**config.mk**
```make
export PLATFORM = sky130hd
export DESIGN_NAME = slcs_top
export DESIGN_NICKNAME = d
export VERILOG_FILES = /design/src/inc/slcs_pkg.sv /design/src/verilog/slcs_fifo.sv /design/src/verilog/slcs_tx_pacer.sv /design/src/verilog/slcs_top.sv
export SDC_FILE = /design/constraint.sdc
export NUM_CORES = 1
export LEC_CHECK = 0
export BUFFER_PORTS_ARGS = -buffer_cell sky130_fd_sc_hd__buf_2
export CAP_MARGIN = 20
export CORE_MARGIN = 3
export CORE_UTILIZATION = 42
export DETAILED_ROUTE_END_ITERATION = 7
export PLACE_DENSITY = 0.61
export SLEW_MARGIN = 20
export SYNTH_ARGS = -nofsm -noshare
export SYNTH_HDL_FRONTEND = slang
export SYNTH_HIERARCHICAL = 1
export SYNTH_SLANG_ARGS = --single-unit
```
**constraint.sdc**
```tcl
create_clock -name MCLK_I -period 13.4 [get_ports MCLK_I]
set_clock_uncertainty 0.05 [all_clocks]
set_input_delay 2.01 -clock MCLK_I [delete_from_list [all_inputs] [get_ports MCLK_I]]
set_output_delay 2.01 -clock MCLK_I [all_outputs]
set_load 0.005 [all_outputs]
```
**src/inc/slcs_pkg.sv**
```systemverilog
// Shared constants and carrier types for the switch link configuration and status block.
package slcs_pkg;
  localparam int unsigned NLINK = 8;
  localparam int unsigned TOKEN_W = 9;
  localparam int unsigned FIFO_DEPTH = 16;
  localparam int unsigned SYM_W = 4;
  localparam int unsigned GAP_W = 11;

  // Register numbers of the node configuration space.
  localparam logic [7:0] REG_IDENT = 8'h00;
  localparam logic [7:0] REG_LSTAT_BASE = 8'h20;
  localparam logic [7:0] REG_PSTAT_BASE = 8'h40;
  localparam logic [7:0] REG_LCFG_BASE = 8'h80;
  localparam logic [7:0] REG_STATIC_BASE = 8'hA0;
  localparam logic [7:0] REG_BASE_MASK = 8'hF8;

  // Field positions of the link setup register and of the network field of the link status register.
  localparam int unsigned LCFG_EN_BIT = 31;
  localparam int unsigned LCFG_WIDE_BIT = 30;
  localparam int unsigned LCFG_ERR_BIT = 27;
  localparam int unsigned LCFG_RXCRED_BIT = 26;
  localparam int unsigned LCFG_TXCRED_BIT = 25;
  localparam int unsigned LCFG_LINK_GREETING_TOKEN_BIT = 24;
  localparam int unsigned LCFG_RXRST_BIT = 23;
  localparam int unsigned LCFG_SGAP_LSB = 11;
  localparam int unsigned LCFG_TGAP_LSB = 0;
  localparam int unsigned STAT_NET_LSB = 4;

  // Values after reset, and the settling count of the boot pins.
  localparam logic [GAP_W-1:0] GAP_RESET = 11'h000;
  localparam logic [1:0] NET_RESET = 2'h0;
  localparam logic [31:0] STATIC_RESET = 32'h0000_0000;
  localparam logic [1:0] BOOT_SETTLE = 2'h3;

  // Control token sent to greet the remote end.
  localparam logic [TOKEN_W-1:0] GREETING_TOKEN = 9'h101;

  // Source target kinds.
  localparam logic [1:0] KIND_SWITCH_INTERNAL_LINK = 2'h0;
  localparam logic [1:0] KIND_PROCESSOR_LINK = 2'h1;
  localparam logic [1:0] KIND_SWITCH_CONTROL_PORT = 2'h2;

  // Events from a link's own receive and credit logic, one cycle each.
  typedef struct packed {
    logic grant_rx;
    logic credit_issued;
    logic rx_overflow;
    logic bad_token;
  } slcs_evt_t;

  // Routing state of a link as seen by the switch fabric.
  typedef struct packed {
    logic [1:0] source_target_kind;
    logic [7:0] dest;
    logic       junk;
    logic       dst_busy;
    logic       src_busy;
  } slcs_stat_t;

  // Transmit shaping of one link.
  typedef struct packed {
    logic             wide;
    logic [GAP_W-1:0] sym_gap;
    logic [GAP_W-1:0] tok_gap;
  } slcs_tx_cfg_t;
endpackage

```
**src/verilog/slcs_fifo.sv**
```systemverilog
// Token FIFO with valid and ready on both sides.
`timescale 1ns/100ps
module slcs_fifo #(
  parameter int unsigned WIDTH = 9,
  parameter int unsigned DEPTH = 16
) (
  // Clock and reset.
  input  wire logic             clk_i,
  input  wire logic             rst_n_i,
  // Fill side.
  input  wire logic             in_valid_i,
  output logic                  in_ready_o,
  input  wire logic [WIDTH-1:0] in_data_i,
  // Drain side.
  output logic                  out_valid_o,
  input  wire logic             out_ready_i,
  output logic      [WIDTH-1:0] out_data_o
);
  localparam int unsigned AW = $clog2(DEPTH);

  logic [WIDTH-1:0] mem_q [DEPTH];
  logic [AW-1:0]    wr_q;
  logic [AW-1:0]    rd_q;
  logic [AW:0]      cnt_q;
  logic [AW:0]      cnt_d;
  logic             push;
  logic             pop;

  // Handshakes and the occupancy that follows them.
  assign push = in_valid_i & in_ready_o;
  assign pop = out_valid_o & out_ready_i;
  assign out_data_o = mem_q[rd_q];
  always_comb begin
    cnt_d = cnt_q;
    if (push & ~pop) begin
      cnt_d = cnt_q + 1'b1;
    end else if (pop & ~push) begin
      cnt_d = cnt_q - 1'b1;
    end
  end

  // Pointers, count and registered full and empty flags.
  always_ff @(posedge clk_i) begin
    if (!rst_n_i) begin
      wr_q <= '0;
      rd_q <= '0;
      cnt_q <= '0;
      in_ready_o <= 1'b1;
      out_valid_o <= 1'b0;
    end else begin
      if (push) begin
        wr_q <= wr_q + 1'b1;
      end
      if (pop) begin
        rd_q <= rd_q + 1'b1;
      end
      cnt_q <= cnt_d;
      in_ready_o <= (cnt_d != DEPTH[AW:0]);
      out_valid_o <= (cnt_d != '0);
    end
  end

  // Storage, written at the tail.
  always_ff @(posedge clk_i) begin
    if (push) begin
      mem_q[wr_q] <= in_data_i;
    end
  end
endmodule

```
**src/verilog/slcs_tx_pacer.sv**
```systemverilog
// Token transmitter that splits tokens into symbols and keeps the idle gaps.
`timescale 1ns/100ps
module slcs_tx_pacer
  import slcs_pkg::*;
(
  // Clock and reset.
  input  wire logic                 clk_i,
  input  wire logic                 rst_n_i,
  // Setup.
  input  wire slcs_pkg::slcs_tx_cfg_t cfg_i,
  // Token offer.
  input  wire logic                 tok_valid_i,
  input  wire logic [TOKEN_W-1:0]   tok_data_i,
  output logic                      tok_take_o,
  // Symbol output.
  output logic                      sym_stb_o,
  output logic                      sym_ctl_o,
  output logic      [SYM_W-1:0]     sym_o
);
  typedef enum logic [1:0] {IDLE, SEND, SGAP, TGAP} slcs_pace_t;

  slcs_pace_t       st_q;
  logic [GAP_W-1:0] gap_q;
  logic [7:0]       sh_q;
  logic [1:0]       left_q;

  assign tok_take_o = (st_q == IDLE) & tok_valid_i;

  // Sequencing of symbols, symbol gaps and token gaps.
  always_ff @(posedge clk_i) begin
    if (!rst_n_i) begin
      st_q <= IDLE;
      gap_q <= GAP_RESET;
      sh_q <= 8'h00;
      left_q <= 2'h0;
      sym_stb_o <= 1'b0;
      sym_ctl_o <= 1'b0;
      sym_o <= 4'h0;
    end else begin
      sym_stb_o <= 1'b0;
      unique case (st_q)
        IDLE: begin
          if (tok_valid_i) begin
            sh_q <= tok_data_i[7:0];
            sym_ctl_o <= tok_data_i[8];
            left_q <= cfg_i.wide ? 2'h1 : 2'h3;
            st_q <= SEND;
          end
        end
        SEND: begin
          sym_stb_o <= 1'b1;
          sym_o <= cfg_i.wide ? sh_q[3:0] : {2'h0, sh_q[1:0]};
          sh_q <= cfg_i.wide ? {4'h0, sh_q[7:4]} : {2'h0, sh_q[7:2]};
          if (left_q == 2'h0) begin
            gap_q <= cfg_i.tok_gap;
            st_q <= TGAP;
          end else begin
            left_q <= left_q - 1'b1;
            gap_q <= cfg_i.sym_gap;
            st_q <= SGAP;
          end
        end
        SGAP: begin
          if (gap_q == GAP_RESET) begin
            st_q <= SEND;
          end else begin
            gap_q <= gap_q - 1'b1;
          end
        end
        TGAP: begin
          if (gap_q == GAP_RESET) begin
            st_q <= IDLE;
          end else begin
            gap_q <= gap_q - 1'b1;
          end
        end
      endcase
    end
  end
endmodule

```
**src/verilog/slcs_top.sv**
```systemverilog
// Configuration and status registers of the external switch links, with the link 0 transmitter.
`timescale 1ns/100ps
// Operation
// - Writing bit 31 of a link setup register enables or disables that link.
// - The same enable bit drives that link's LINK_EN_O output; on link 0 it also gates the token path.
// - Wire-mode bit, reset zero, picks two wires when clear, five when set.
// - Error flag sets on receive overflow or an illegally encoded token.
// - Read-only flag, reset zero, shows this end has issued credit.
// - Read-only flag, reset zero, shows this end holds transmit credit.
// - Command bit clears transmit credit and sends a greeting token; remote grants credit.
// - Command bit resets the receiver so the next symbol starts a token.
// - Eleven-bit field, reset zero, sets least idle clocks between symbols, minus one.
// - Eleven-bit field, reset zero, sets least idle clocks between tokens, minus two.
// - One link setup register per external link, links zero to seven.
// - Two-bit field reports source target kind of the link.
// - Eight-bit field shows the destination link while the link is in use.
// - Two-bit read-write field, reset zero, selects the link's network.
// - Status bit reads one while the current packet is junk.
// - Status bit reads one while the destination side is in use.
// - Status bit reads one while the source side is in use.
// - Identity register holds boot control pins captured at power-on reset.
// - Identity register reports switch revision and version.
// - All registers reached by configuration reads and writes by register number.
module slcs_top
  import slcs_pkg::*;
#(
  parameter logic [7:0] SWITCH_REVISION = 8'h01, // Arbitrary value.
  parameter logic [7:0] SWITCH_VERSION  = 8'h01  // Arbitrary value.
) (
  // Clock and reset.
  input  wire logic                         MCLK_I,
  input  wire logic                         RST_N_I,
  // Configuration access by register number.
  input  wire logic                         CFG_WR_I,
  input  wire logic                         CFG_RD_I,
  input  wire logic [7:0]                   CFG_ADDR_I,
  input  wire logic [31:0]                  CFG_WDATA_I,
  output logic      [31:0]                  CFG_RDATA_O,
  output logic                              CFG_RVALID_O,
  // Boot control pins.
  input  wire logic [7:0]                   BOOT_CONTROL_PINS_I,
  // Per-link events and routing state.
  input  wire slcs_pkg::slcs_evt_t  [NLINK-1:0] LINK_EVT_I,
  input  wire slcs_pkg::slcs_stat_t [NLINK-1:0] LINK_STAT_I,
  // Per-link control.
  output logic      [NLINK-1:0]             LINK_EN_O,
  output logic      [NLINK-1:0]             LINK_WIDE_O,
  output logic      [NLINK-1:0]             LINK_GREET_O,
  output logic      [NLINK-1:0]             LINK_RXRST_O,
  // Link 0 token source.
  input  wire logic                         TX_TOK_VALID_I,
  input  wire logic [TOKEN_W-1:0]           TX_TOK_DATA_I,
  output logic                              TX_TOK_READY_O,
  // Link 0 symbol output.
  output logic                              TX_SYM_STB_O,
  output logic                              TX_SYM_CTL_O,
  output logic      [SYM_W-1:0]             TX_SYM_O
);
  import slcs_pkg::*;

  logic [GAP_W-1:0]   sym_gap_q [NLINK];
  logic [GAP_W-1:0]   tok_gap_q [NLINK];
  logic [1:0]         net_q [NLINK];
  logic [31:0]        static_q [NLINK];
  logic [NLINK-1:0]   tx_cred_q;
  logic [NLINK-1:0]   rx_cred_q;
  logic [NLINK-1:0]   rx_err_q;
  logic [7:0]         boot_s1_q;
  logic [7:0]         boot_s2_q;
  logic [7:0]         boot_s3_q;
  logic [7:0]         boot_q;
  logic [1:0]         boot_cnt_q;
  logic               boot_done_q;
  logic               greet_pend_q;
  logic [2:0]         idx;
  logic               wr_lcfg;
  logic               wr_net;
  logic               wr_static;
  logic [31:0]        rdata_d;
  logic               fifo_valid;
  logic               fifo_ready;
  logic [TOKEN_W-1:0] fifo_data;
  logic               tok_valid;
  logic [TOKEN_W-1:0] tok_data;
  logic               tok_take;
  slcs_tx_cfg_t       tx_cfg;

  // Matches a register number against an eight-entry bank.
  function automatic logic in_bank(input logic [7:0] addr, input logic [7:0] base);
    in_bank = ((addr & REG_BASE_MASK) == base);
  endfunction

  // Builds the link state word shared by both status banks.
  function automatic logic [31:0] stat_word(input slcs_stat_t s, input logic [1:0] net);
    stat_word = {6'h00, s.source_target_kind, s.dest, 10'h000, net, 1'b0, s.junk, s.dst_busy, s.src_busy};
  endfunction

  // Write decode by register number; the low three bits pick the link.
  assign idx = CFG_ADDR_I[2:0];
  assign wr_lcfg = CFG_WR_I & in_bank(CFG_ADDR_I, REG_LCFG_BASE);
  assign wr_net = CFG_WR_I & (in_bank(CFG_ADDR_I, REG_LSTAT_BASE) | in_bank(CFG_ADDR_I, REG_PSTAT_BASE));
  assign wr_static = CFG_WR_I & in_bank(CFG_ADDR_I, REG_STATIC_BASE);

  // Boot pins pass three flops, then are caught once after reset release when the last two agree.
  always_ff @(posedge MCLK_I) begin
    boot_s1_q <= BOOT_CONTROL_PINS_I;
    boot_s2_q <= boot_s1_q;
    boot_s3_q <= boot_s2_q;
  end

  // Capture of the boot pins into the identity register.
  always_ff @(posedge MCLK_I) begin
    if (!RST_N_I) begin
      boot_cnt_q <= 2'h0;
      boot_done_q <= 1'b0;
      boot_q <= 8'h00;
    end else if (!boot_done_q) begin
      if (boot_cnt_q != BOOT_SETTLE) begin
        boot_cnt_q <= boot_cnt_q + 1'b1;
      end else if (boot_s2_q == boot_s3_q) begin
        boot_q <= boot_s3_q;
        boot_done_q <= 1'b1;
      end
    end
  end

  // Link setup fields: enable, wire mode and the two gap settings.
  always_ff @(posedge MCLK_I) begin
    if (!RST_N_I) begin
      LINK_EN_O <= '0;
      LINK_WIDE_O <= '0;
      for (int i = 0; i < NLINK; i++) begin
        sym_gap_q[i] <= GAP_RESET;
        tok_gap_q[i] <= GAP_RESET;
      end
    end else if (wr_lcfg) begin
      LINK_EN_O[idx] <= CFG_WDATA_I[LCFG_EN_BIT];
      LINK_WIDE_O[idx] <= CFG_WDATA_I[LCFG_WIDE_BIT];
      sym_gap_q[idx] <= CFG_WDATA_I[LCFG_SGAP_LSB +: GAP_W];
      tok_gap_q[idx] <= CFG_WDATA_I[LCFG_TGAP_LSB +: GAP_W];
    end
  end

  // Network select and static setup words.
  always_ff @(posedge MCLK_I) begin
    if (!RST_N_I) begin
      for (int i = 0; i < NLINK; i++) begin
        net_q[i] <= NET_RESET;
        static_q[i] <= STATIC_RESET;
      end
    end else begin
      if (wr_net) begin
        net_q[idx] <= CFG_WDATA_I[STAT_NET_LSB +: 2];
      end
      if (wr_static) begin
        static_q[idx] <= CFG_WDATA_I;
      end
    end
  end

  // One-cycle greeting and receiver reset commands to each link.
  always_ff @(posedge MCLK_I) begin
    if (!RST_N_I) begin
      LINK_GREET_O <= '0;
      LINK_RXRST_O <= '0;
    end else begin
      LINK_GREET_O <= '0;
      LINK_RXRST_O <= '0;
      if (wr_lcfg) begin
        LINK_GREET_O[idx] <= CFG_WDATA_I[LCFG_LINK_GREETING_TOKEN_BIT];
        LINK_RXRST_O[idx] <= CFG_WDATA_I[LCFG_RXRST_BIT];
      end
    end
  end

  // Credit and error flags; an event in the clearing cycle wins.
  always_ff @(posedge MCLK_I) begin
    if (!RST_N_I) begin
      tx_cred_q <= '0;
      rx_cred_q <= '0;
      rx_err_q <= '0;
    end else begin
      for (int i = 0; i < NLINK; i++) begin
        if (LINK_EVT_I[i].grant_rx) begin
          tx_cred_q[i] <= 1'b1;
        end else if (wr_lcfg && idx == i[2:0] && CFG_WDATA_I[LCFG_LINK_GREETING_TOKEN_BIT]) begin
          tx_cred_q[i] <= 1'b0;
        end
        if (LINK_EVT_I[i].credit_issued) begin
          rx_cred_q[i] <= 1'b1;
        end else if (wr_lcfg && idx == i[2:0] && CFG_WDATA_I[LCFG_RXRST_BIT]) begin
          rx_cred_q[i] <= 1'b0;
        end
        if (LINK_EVT_I[i].rx_overflow | LINK_EVT_I[i].bad_token) begin
          rx_err_q[i] <= 1'b1;
        end else if (wr_lcfg && idx == i[2:0] && CFG_WDATA_I[LCFG_RXRST_BIT]) begin
          rx_err_q[i] <= 1'b0;
        end
      end
    end
  end

  // Read mux; command, reserved and unmapped bits read zero.
  always_comb begin
    rdata_d = 32'h0000_0000;
    if (CFG_ADDR_I == REG_IDENT) begin
      rdata_d = {8'h00, boot_q, SWITCH_REVISION, SWITCH_VERSION};
    end else if (in_bank(CFG_ADDR_I, REG_LSTAT_BASE) || in_bank(CFG_ADDR_I, REG_PSTAT_BASE)) begin
      rdata_d = stat_word(LINK_STAT_I[idx], net_q[idx]);
    end else if (in_bank(CFG_ADDR_I, REG_LCFG_BASE)) begin
      rdata_d = {LINK_EN_O[idx], LINK_WIDE_O[idx], 2'h0, rx_err_q[idx], rx_cred_q[idx], tx_cred_q[idx],
                 3'h0, sym_gap_q[idx], tok_gap_q[idx]};
    end else if (in_bank(CFG_ADDR_I, REG_STATIC_BASE)) begin
      rdata_d = static_q[idx];
    end
  end

  // Read answer one cycle after the request.
  always_ff @(posedge MCLK_I) begin
    if (!RST_N_I) begin
      CFG_RDATA_O <= 32'h0000_0000;
      CFG_RVALID_O <= 1'b0;
    end else begin
      CFG_RVALID_O <= CFG_RD_I;
      if (CFG_RD_I) begin
        CFG_RDATA_O <= rdata_d;
      end
    end
  end

  // Link 0 greeting waits here until the transmitter takes it.
  always_ff @(posedge MCLK_I) begin
    if (!RST_N_I) begin
      greet_pend_q <= 1'b0;
    end else if (wr_lcfg && idx == 3'h0 && CFG_WDATA_I[LCFG_LINK_GREETING_TOKEN_BIT]) begin
      greet_pend_q <= 1'b1;
    end else if (tok_take) begin
      greet_pend_q <= 1'b0;
    end
  end

  // Greeting goes ahead of data and needs no credit; data needs credit and an enabled link.
  assign tok_valid = LINK_EN_O[0] & (greet_pend_q | (fifo_valid & tx_cred_q[0]));
  assign tok_data = greet_pend_q ? GREETING_TOKEN : fifo_data;
  assign fifo_ready = tok_take & ~greet_pend_q;
  assign tx_cfg = '{wide: LINK_WIDE_O[0], sym_gap: sym_gap_q[0], tok_gap: tok_gap_q[0]};

  // Token buffer in front of the link 0 transmitter.
  slcs_fifo #(
    .WIDTH (TOKEN_W),
    .DEPTH (FIFO_DEPTH)
  ) u_fifo (
    .clk_i       (MCLK_I),
    .rst_n_i     (RST_N_I),
    .in_valid_i  (TX_TOK_VALID_I),
    .in_ready_o  (TX_TOK_READY_O),
    .in_data_i   (TX_TOK_DATA_I),
    .out_valid_o (fifo_valid),
    .out_ready_i (fifo_ready),
    .out_data_o  (fifo_data)
  );

  // Symbol sequencer of link 0.
  slcs_tx_pacer u_pacer (
    .clk_i       (MCLK_I),
    .rst_n_i     (RST_N_I),
    .cfg_i       (tx_cfg),
    .tok_valid_i (tok_valid),
    .tok_data_i  (tok_data),
    .tok_take_o  (tok_take),
    .sym_stb_o   (TX_SYM_STB_O),
    .sym_ctl_o   (TX_SYM_CTL_O),
    .sym_o       (TX_SYM_O)
  );
endmodule

```
Word-level counts from Yosys, hierarchy flattened --
Memories as Yosys holds them, arrays and structs flattened. A register that Yosys moved wholly into a read port is not among the register bits. Cells that the tools add are included.
Storage, ports and cells: bits in registers 169, output and inout bits 72, memories 5, bits of input ports 198, RAM bits 592
Cells by class: reduce and logical (&&, ||, !) cells 72, multiplexer cells 111, equal/unequal tests 22, $add $sub $neg 7, bitwise operators 28, magnitude comparators 2
Memory list:
- static_q | words 8, bits a word 32, rd ports 1, clocked after memory_dff 0, write ports 8, RTL line slcs_top.sv:64 | logic [31:0] static_q [NLINK];
- u_fifo.mem_q | words 16, bits a word 9, rd ports 1, clocked after memory_dff 1, write ports 1, RTL line slcs_fifo.sv:21 | logic [WIDTH-1:0] mem_q [DEPTH];
- sym_gap_q | words 8, bits a word 11, rd ports 2, clocked after memory_dff 0, write ports 8, RTL line slcs_top.sv:61 | logic [GAP_W-1:0] sym_gap_q [NLINK];
- tok_gap_q | words 8, bits a word 11, rd ports 2, clocked after memory_dff 0, write ports 8, RTL line slcs_top.sv:62 | logic [GAP_W-1:0] tok_gap_q [NLINK];
- net_q | words 8, bits a word 2, rd ports 1, clocked after memory_dff 0, write ports 8, RTL line slcs_top.sv:63 | logic [1:0] net_q [NLINK];
Operator list (count):
- 2-to-1 mux 32 bit | 5
- 2-to-1 mux 1 bit | 69
- nonzero test 2 bit | 27
- 2-to-1 mux 11 bit | 4
- binary-select mux 13 bit (select 3 bit) | 1
- OR reduction 32 bit | 1
- logical AND 1 bit | 25
- case mux 11 bit (2 select lines) | 1
- OR reduction 11 bit | 2
- bitwise AND 8 bit | 2
- bitwise mux 8 bit | 2
- case mux 8 bit (2 select lines) | 1
- binary-select mux 1 bit (select 3 bit) | 5
- 2-to-1 mux 2 bit | 7
- 2-to-1 mux 13 bit | 1
- == test 3 bit (second input constant) | 4
- 2-to-1 mux 3 bit | 4
- 2-to-1 mux 4 bit | 3
- bitwise AND 1 bit | 11
- logical NOT 11 bit | 1
- subtractor 11 x 1 -> 11 bit (second input constant) | 1
- == test 5 bit (second input constant) | 2
- 2-to-1 mux 5 bit | 2
- bitwise OR 1 bit | 10
- 32 further kinds | 51

Logic depth before layout (Yosys ltp) --
word-level depth 10, gate-level depth with buffers 11, gate-level depth less buffers 10

By module --
The synthesis kept the hierarchy.
By module, submodules not included:
- slcs_top | area an instance 25951.1 um2, times used 1, sequential area each 15955.3 um2, cells an instance 1783
- slcs_fifo | area an instance 6438.7 um2, times used 1, sequential area each 4704.5 um2, cells an instance 312
- slcs_tx_pacer | area an instance 1575.3 um2, times used 1, sequential area each 580.6 um2, cells an instance 193

Least setup slack after synthesis --
OpenSTA, ideal clock, no wires.
path type input to register, start point in CFG_ADDR_I[6], end point mem static_q[5][0], enable pin, arrival time 5.138 ns, slack 7.746 ns, stages on the path 5, buffers on the path 2, path through buf_2 > and3b_1 > nand4_1 > clkbuf_1 > o21ai_0
RTL lines:
- start, declared | RTL line slcs_top.sv:36 | input wire logic [7:0] CFG_ADDR_I,
- end, declared | RTL line slcs_top.sv:64

==> impl_metrics.csv <==
group,metric,value,unit
logic_synthesis,yosysWarnings,6,
power,leakage_dissipation,14.0,nW
route,post-route-drc-count,0,
timing,layout_worst_path_cycle_share,38.2,%
cts,tritoncts.num_buffers,82,
floorplanning,ios,270,
cells_and_area,post_route_cells_drive_above_1_share,26.8,%
cts,cts_num_sinks,765,
logic_synthesis,post_synth_num_cell_types,79,
grt,globalRouteOverflowTotal,0,
timing,finalSetupViolCount,0,
place,portBuffers,269,
grt,grt_pass1_vias,20806,
power,switchingPower,1.24,mW
route,detail_route.iter0.violations,1533,
place,placedCellCount,3470,
timing,finalMaxSlewViolations,0,
grt,grt_pass1_wl,137000,um
cts,post_cts_repair_timing_setup_buffer_count,0,
cells_and_area,layout.cells.non_filler,3630,
floorplanning,start_util,42.7,%
worst_setup_path,max_stage_delay,800,ps
route,antenna_violating_nets_post_route,0,
cells_and_area,n_fill_cell,6699,
cts,cts.reportedPaths.clkPinSlew,60,ps
min_path,hold_path_class,"register to register",
power,power_density,138,nW/um2
cells_and_area,post-route-cell-area,39000,um2
place,placement.cell_area,36200,um2
route,vias_per_cell,5.65,
route,wirelength,92200,um
worst_setup_path,timing.reg2reg.worst_path_depth,10,
cts,clock_tree_from_tritoncts,"yes",
logic_synthesis,ys.flop_type,"sky130_fd_sc_hd__edfxtp_1",
timing,max_slew.worst_pin.slew,1090,ps
worst_setup_path,crit_slowest_cell,"sky130_fd_sc_hd__nand2_1",
place,hpwl,61000,um
logic_synthesis,postSynth.asyncResetShare,0,%
logic_synthesis,fraction_of_synthesized_area_in_multiplexers,14.7,%
logic_synthesis,ys_seq_elements,765,
grt,grt_start_max_net_pins,96,
route,firstDrtPassIters,5,
worst_setup_path,timing.critical_path.required,13590,ps
cells_and_area,layout.core_utilization,49.1,%
floorplanning,die_y,290,um
cts,cts_hold_repair.buffers,0,
floorplanning,total_die_area,84300,um2
grt,antenna_found_initial,13,
timing,timing.fmax,195,MHz
power,peak_ir_drop_on_the_vdd_network,0.000103,V
cts,cts.repair.resized,0,
route,detailroute.via_count,20502,
grt,track_usage,21.6,%
flow_run,maxCapViolations,0,
logic_synthesis,seq_area_frac_synth,62.5,%
cts,clock_latency,650,ps
place,gpl.final_weighted_congestion,0.933,
cts,clk_root_buffer_cell,"sky130_fd_sc_hd__clkbuf_16",
power,comb_power_share,7.6,%
logic_synthesis,synth_xor_xnor_area_share,0.567,%
timing,slew_headroom,25.1,%
worst_setup_path,timing.critical_path.arrival,5300,ps
cells_and_area,syn_to_final_growth,14.9,%
route,avgRoutedWirePerCell,25.4,um
logic_synthesis,synth_area,34000,um2
logic_synthesis,yosys.area_share.simple,14.3,%
worst_setup_path,ws_path_type,"input pin to register",
timing,grt_setup_unrepaired,"no",
worst_setup_path,cell_breakdown_of_the_critical_path,"buf_8 > buf_12 > nand3b_1 > or4_1 > nand2_1",
timing,hold_violations,0,
worst_setup_path,critical_path.startpoint_type,"input pin",
logic_synthesis,average_cell_area_after_synthesis,14.8,um2
cts,clock_path_buffers,3,
logic_synthesis,synth_compound_area_share,4.98,%
worst_setup_path,critical_path.max_fanout,95,
timing,finalWorstPathRequiredPeriod,5120,ps
timing,final_sum_of_negative_setup_slack,0,ps
min_path,timing.hold.worst_path_depth,0,
power,internal-power,4.15,mW
power,clkPwrFrac,42.5,%
floorplanning,num_rows,103,
power,p_seq_share,49.9,%
floorplanning,die_w,290,um
cts,h-tree-depth,3,
run_status,outcome,"complete, no violations",
logic_synthesis,synth_enable_flop_cells,592,
worst_setup_path,endpoint_kind,"register",
logic_synthesis,synth_top_family_by_area,"multiplexers",
cells_and_area,final_net_count,2713,
logic_synthesis,postSynthCellCount,2288,
floorplanning,core_area,79500,um2
logic_synthesis,synthesis.nets,2496,
logic_synthesis,post_synth_fa_ha_maj_area_fraction,0.368,%
power,power.switching_fraction,23.0,%
==> per-layer routing <==
| layer | up-vias | GRT usage, % | share of wire (%) |
|---|---|---|---|
| li1 | 9092 | - | - |
| met1 | 10438 | 27.6 | 40 |
| met2 | 780 | 36.7 | 50 |
| met3 | 180 | 4.02 | 6.6 |
| met4 | 12 | 8.19 | 3.7 |
| met5 | - | 0 | 0.074 |
==> layout make-up <==
type                       count  area [um2]  area share, %
sequential                   765       21200           54.4
multi-input combinational   1335       12000           30.7
clock buffer                 115        2270           5.82
timing repair buffer         304        1650           4.22
tap                         1050        1310           3.37
clock inverter                38         482           1.23
inverter                      17        63.8          0.163
antenna                        6        15.0         0.0385
==> power by group through the flow <==
stage	Sequential, mW	Clock, mW	Combinational (mW)
final	2.69	2.29	0.408
after detailed placement	2.74	0	0.409
after global routing	2.70	2.43	0.438
after global placement	2.74	0	0.401
after floorplan	2.73	0	0.264
after CTS	2.69	2.34	0.410
==> registers in the layout, indices dropped and copies added (netlist names), 11 cells and up, named ones only <==
name and cells:
static_q 256, u_fifo/mem_q 144, sym_gap_q 88, tok_gap_q 88, CFG_RDATA_O 32, net_q 16
u_pacer/gap_q 11
==> metrics by stage <==
stage	hold WS, ps	worst slack [ps]	power, mW
after floorplan	260	7750	2.99
after global routing	288	7970	5.57
after CTS	285	8230	5.44
after global placement	268	7620	3.14
final	282	8280	5.40
after detailed placement	262	7550	3.15
==> worst max-delay path: cells and delay by family <==
kind                   cells  cell delay, ps
AND/OR/NAND/NOR            3            1890
buffers and inverters      2            1170
==> cells in the mapped netlist (11+ instances only) <==
cell type / count / area (um2)
sky130_fd_sc_hd__a211oi_1: 11 / 82.6
sky130_fd_sc_hd__xnor2_1: 19 / 166
sky130_fd_sc_hd__a31oi_1: 15 / 93.8
sky130_fd_sc_hd__a21o_1: 14 / 105
sky130_fd_sc_hd__a22oi_1: 13 / 97.6
sky130_fd_sc_hd__o21ai_0: 18 / 90.1
sky130_fd_sc_hd__and2_1: 463 / 2900
sky130_fd_sc_hd__a21boi_0: 34 / 255
sky130_fd_sc_hd__nand4_1: 11 / 68.8
sky130_fd_sc_hd__edfxtp_1: 592 / 17800
sky130_fd_sc_hd__and3_1: 31 / 194
sky130_fd_sc_hd__mux4_2: 193 / 4350
sky130_fd_sc_hd__nor2_1: 67 / 251
sky130_fd_sc_hd__nor3_1: 13 / 65.1
sky130_fd_sc_hd__a2111oi_0: 12 / 105
sky130_fd_sc_hd__mux2i_1: 55 / 551
sky130_fd_sc_hd__nand3_1: 18 / 90.1
sky130_fd_sc_hd__nand2_1: 100 / 375
sky130_fd_sc_hd__or3_1: 11 / 68.8
sky130_fd_sc_hd__a21oi_1: 28 / 140
sky130_fd_sc_hd__buf_2: 25 / 125
sky130_fd_sc_hd__o21a_1: 18 / 135
sky130_fd_sc_hd__dfxtp_1: 173 / 3460
sky130_fd_sc_hd__clkbuf_1: 117 / 439
sky130_fd_sc_hd__buf_6: 15 / 169
sky130_fd_sc_hd__o22ai_1: 16 / 100
sky130_fd_sc_hd__inv_1: 14 / 52.6
sky130_fd_sc_hd__nor2b_1: 26 / 163
==> cell usage in the layout, fill, tap and decap left out, drive strengths merged, types with 10 or more instances in the layout <==
| cell | instances |
|---|---|
| nand2 | 100 |
| nor4 | 12 |
| dfxtp | 173 |
| a31oi | 15 |
| edfxtp | 592 |
| inv | 21 |
| clkinv | 26 |
| or3 | 11 |
| clkbuf | 115 |
| a21o | 14 |
| nor2b | 26 |
| a2111oi | 12 |
| o21a | 18 |
| nand3 | 19 |
| o21ai | 19 |
| nor2 | 67 |
| xnor2 | 19 |
| o22ai | 16 |
| mux2 | 10 |
| and2 | 464 |
| and3 | 33 |
| mux2i | 55 |
| nor3 | 19 |
| a211oi | 11 |
| mux4 | 193 |
| nand4 | 11 |
| a21boi | 40 |
| a22oi | 13 |
| buf | 304 |
| a21oi | 28 |
| ha | 10 |
==> cells by family (layout without fill, tap and decap cells) <==
family	count (synthesis)	after routing
AOI/OAI and AO/OA	235	235
xor gates and xnor gates	22	22
adders and majority gates	10	10
buffers and inverters	188	474
DFF	765	765
muxes	258	258
other	0	6
and+or+nand+nor	810	810
==> final timing paths <==
kind / start / slack [ps] / end
min reg2reg: boot_s1_q[4] / 280 / boot_s2_q[4]
max reg2reg: greet_pend_q / 9880 / u_fifo/in_ready_o
min: boot_s1_q[4] / 280 / boot_s2_q[4]
max: CFG_ADDR_I[0] / 8280 / sym_gap_q[5][3]
Power figures use the tool's default switching activity.
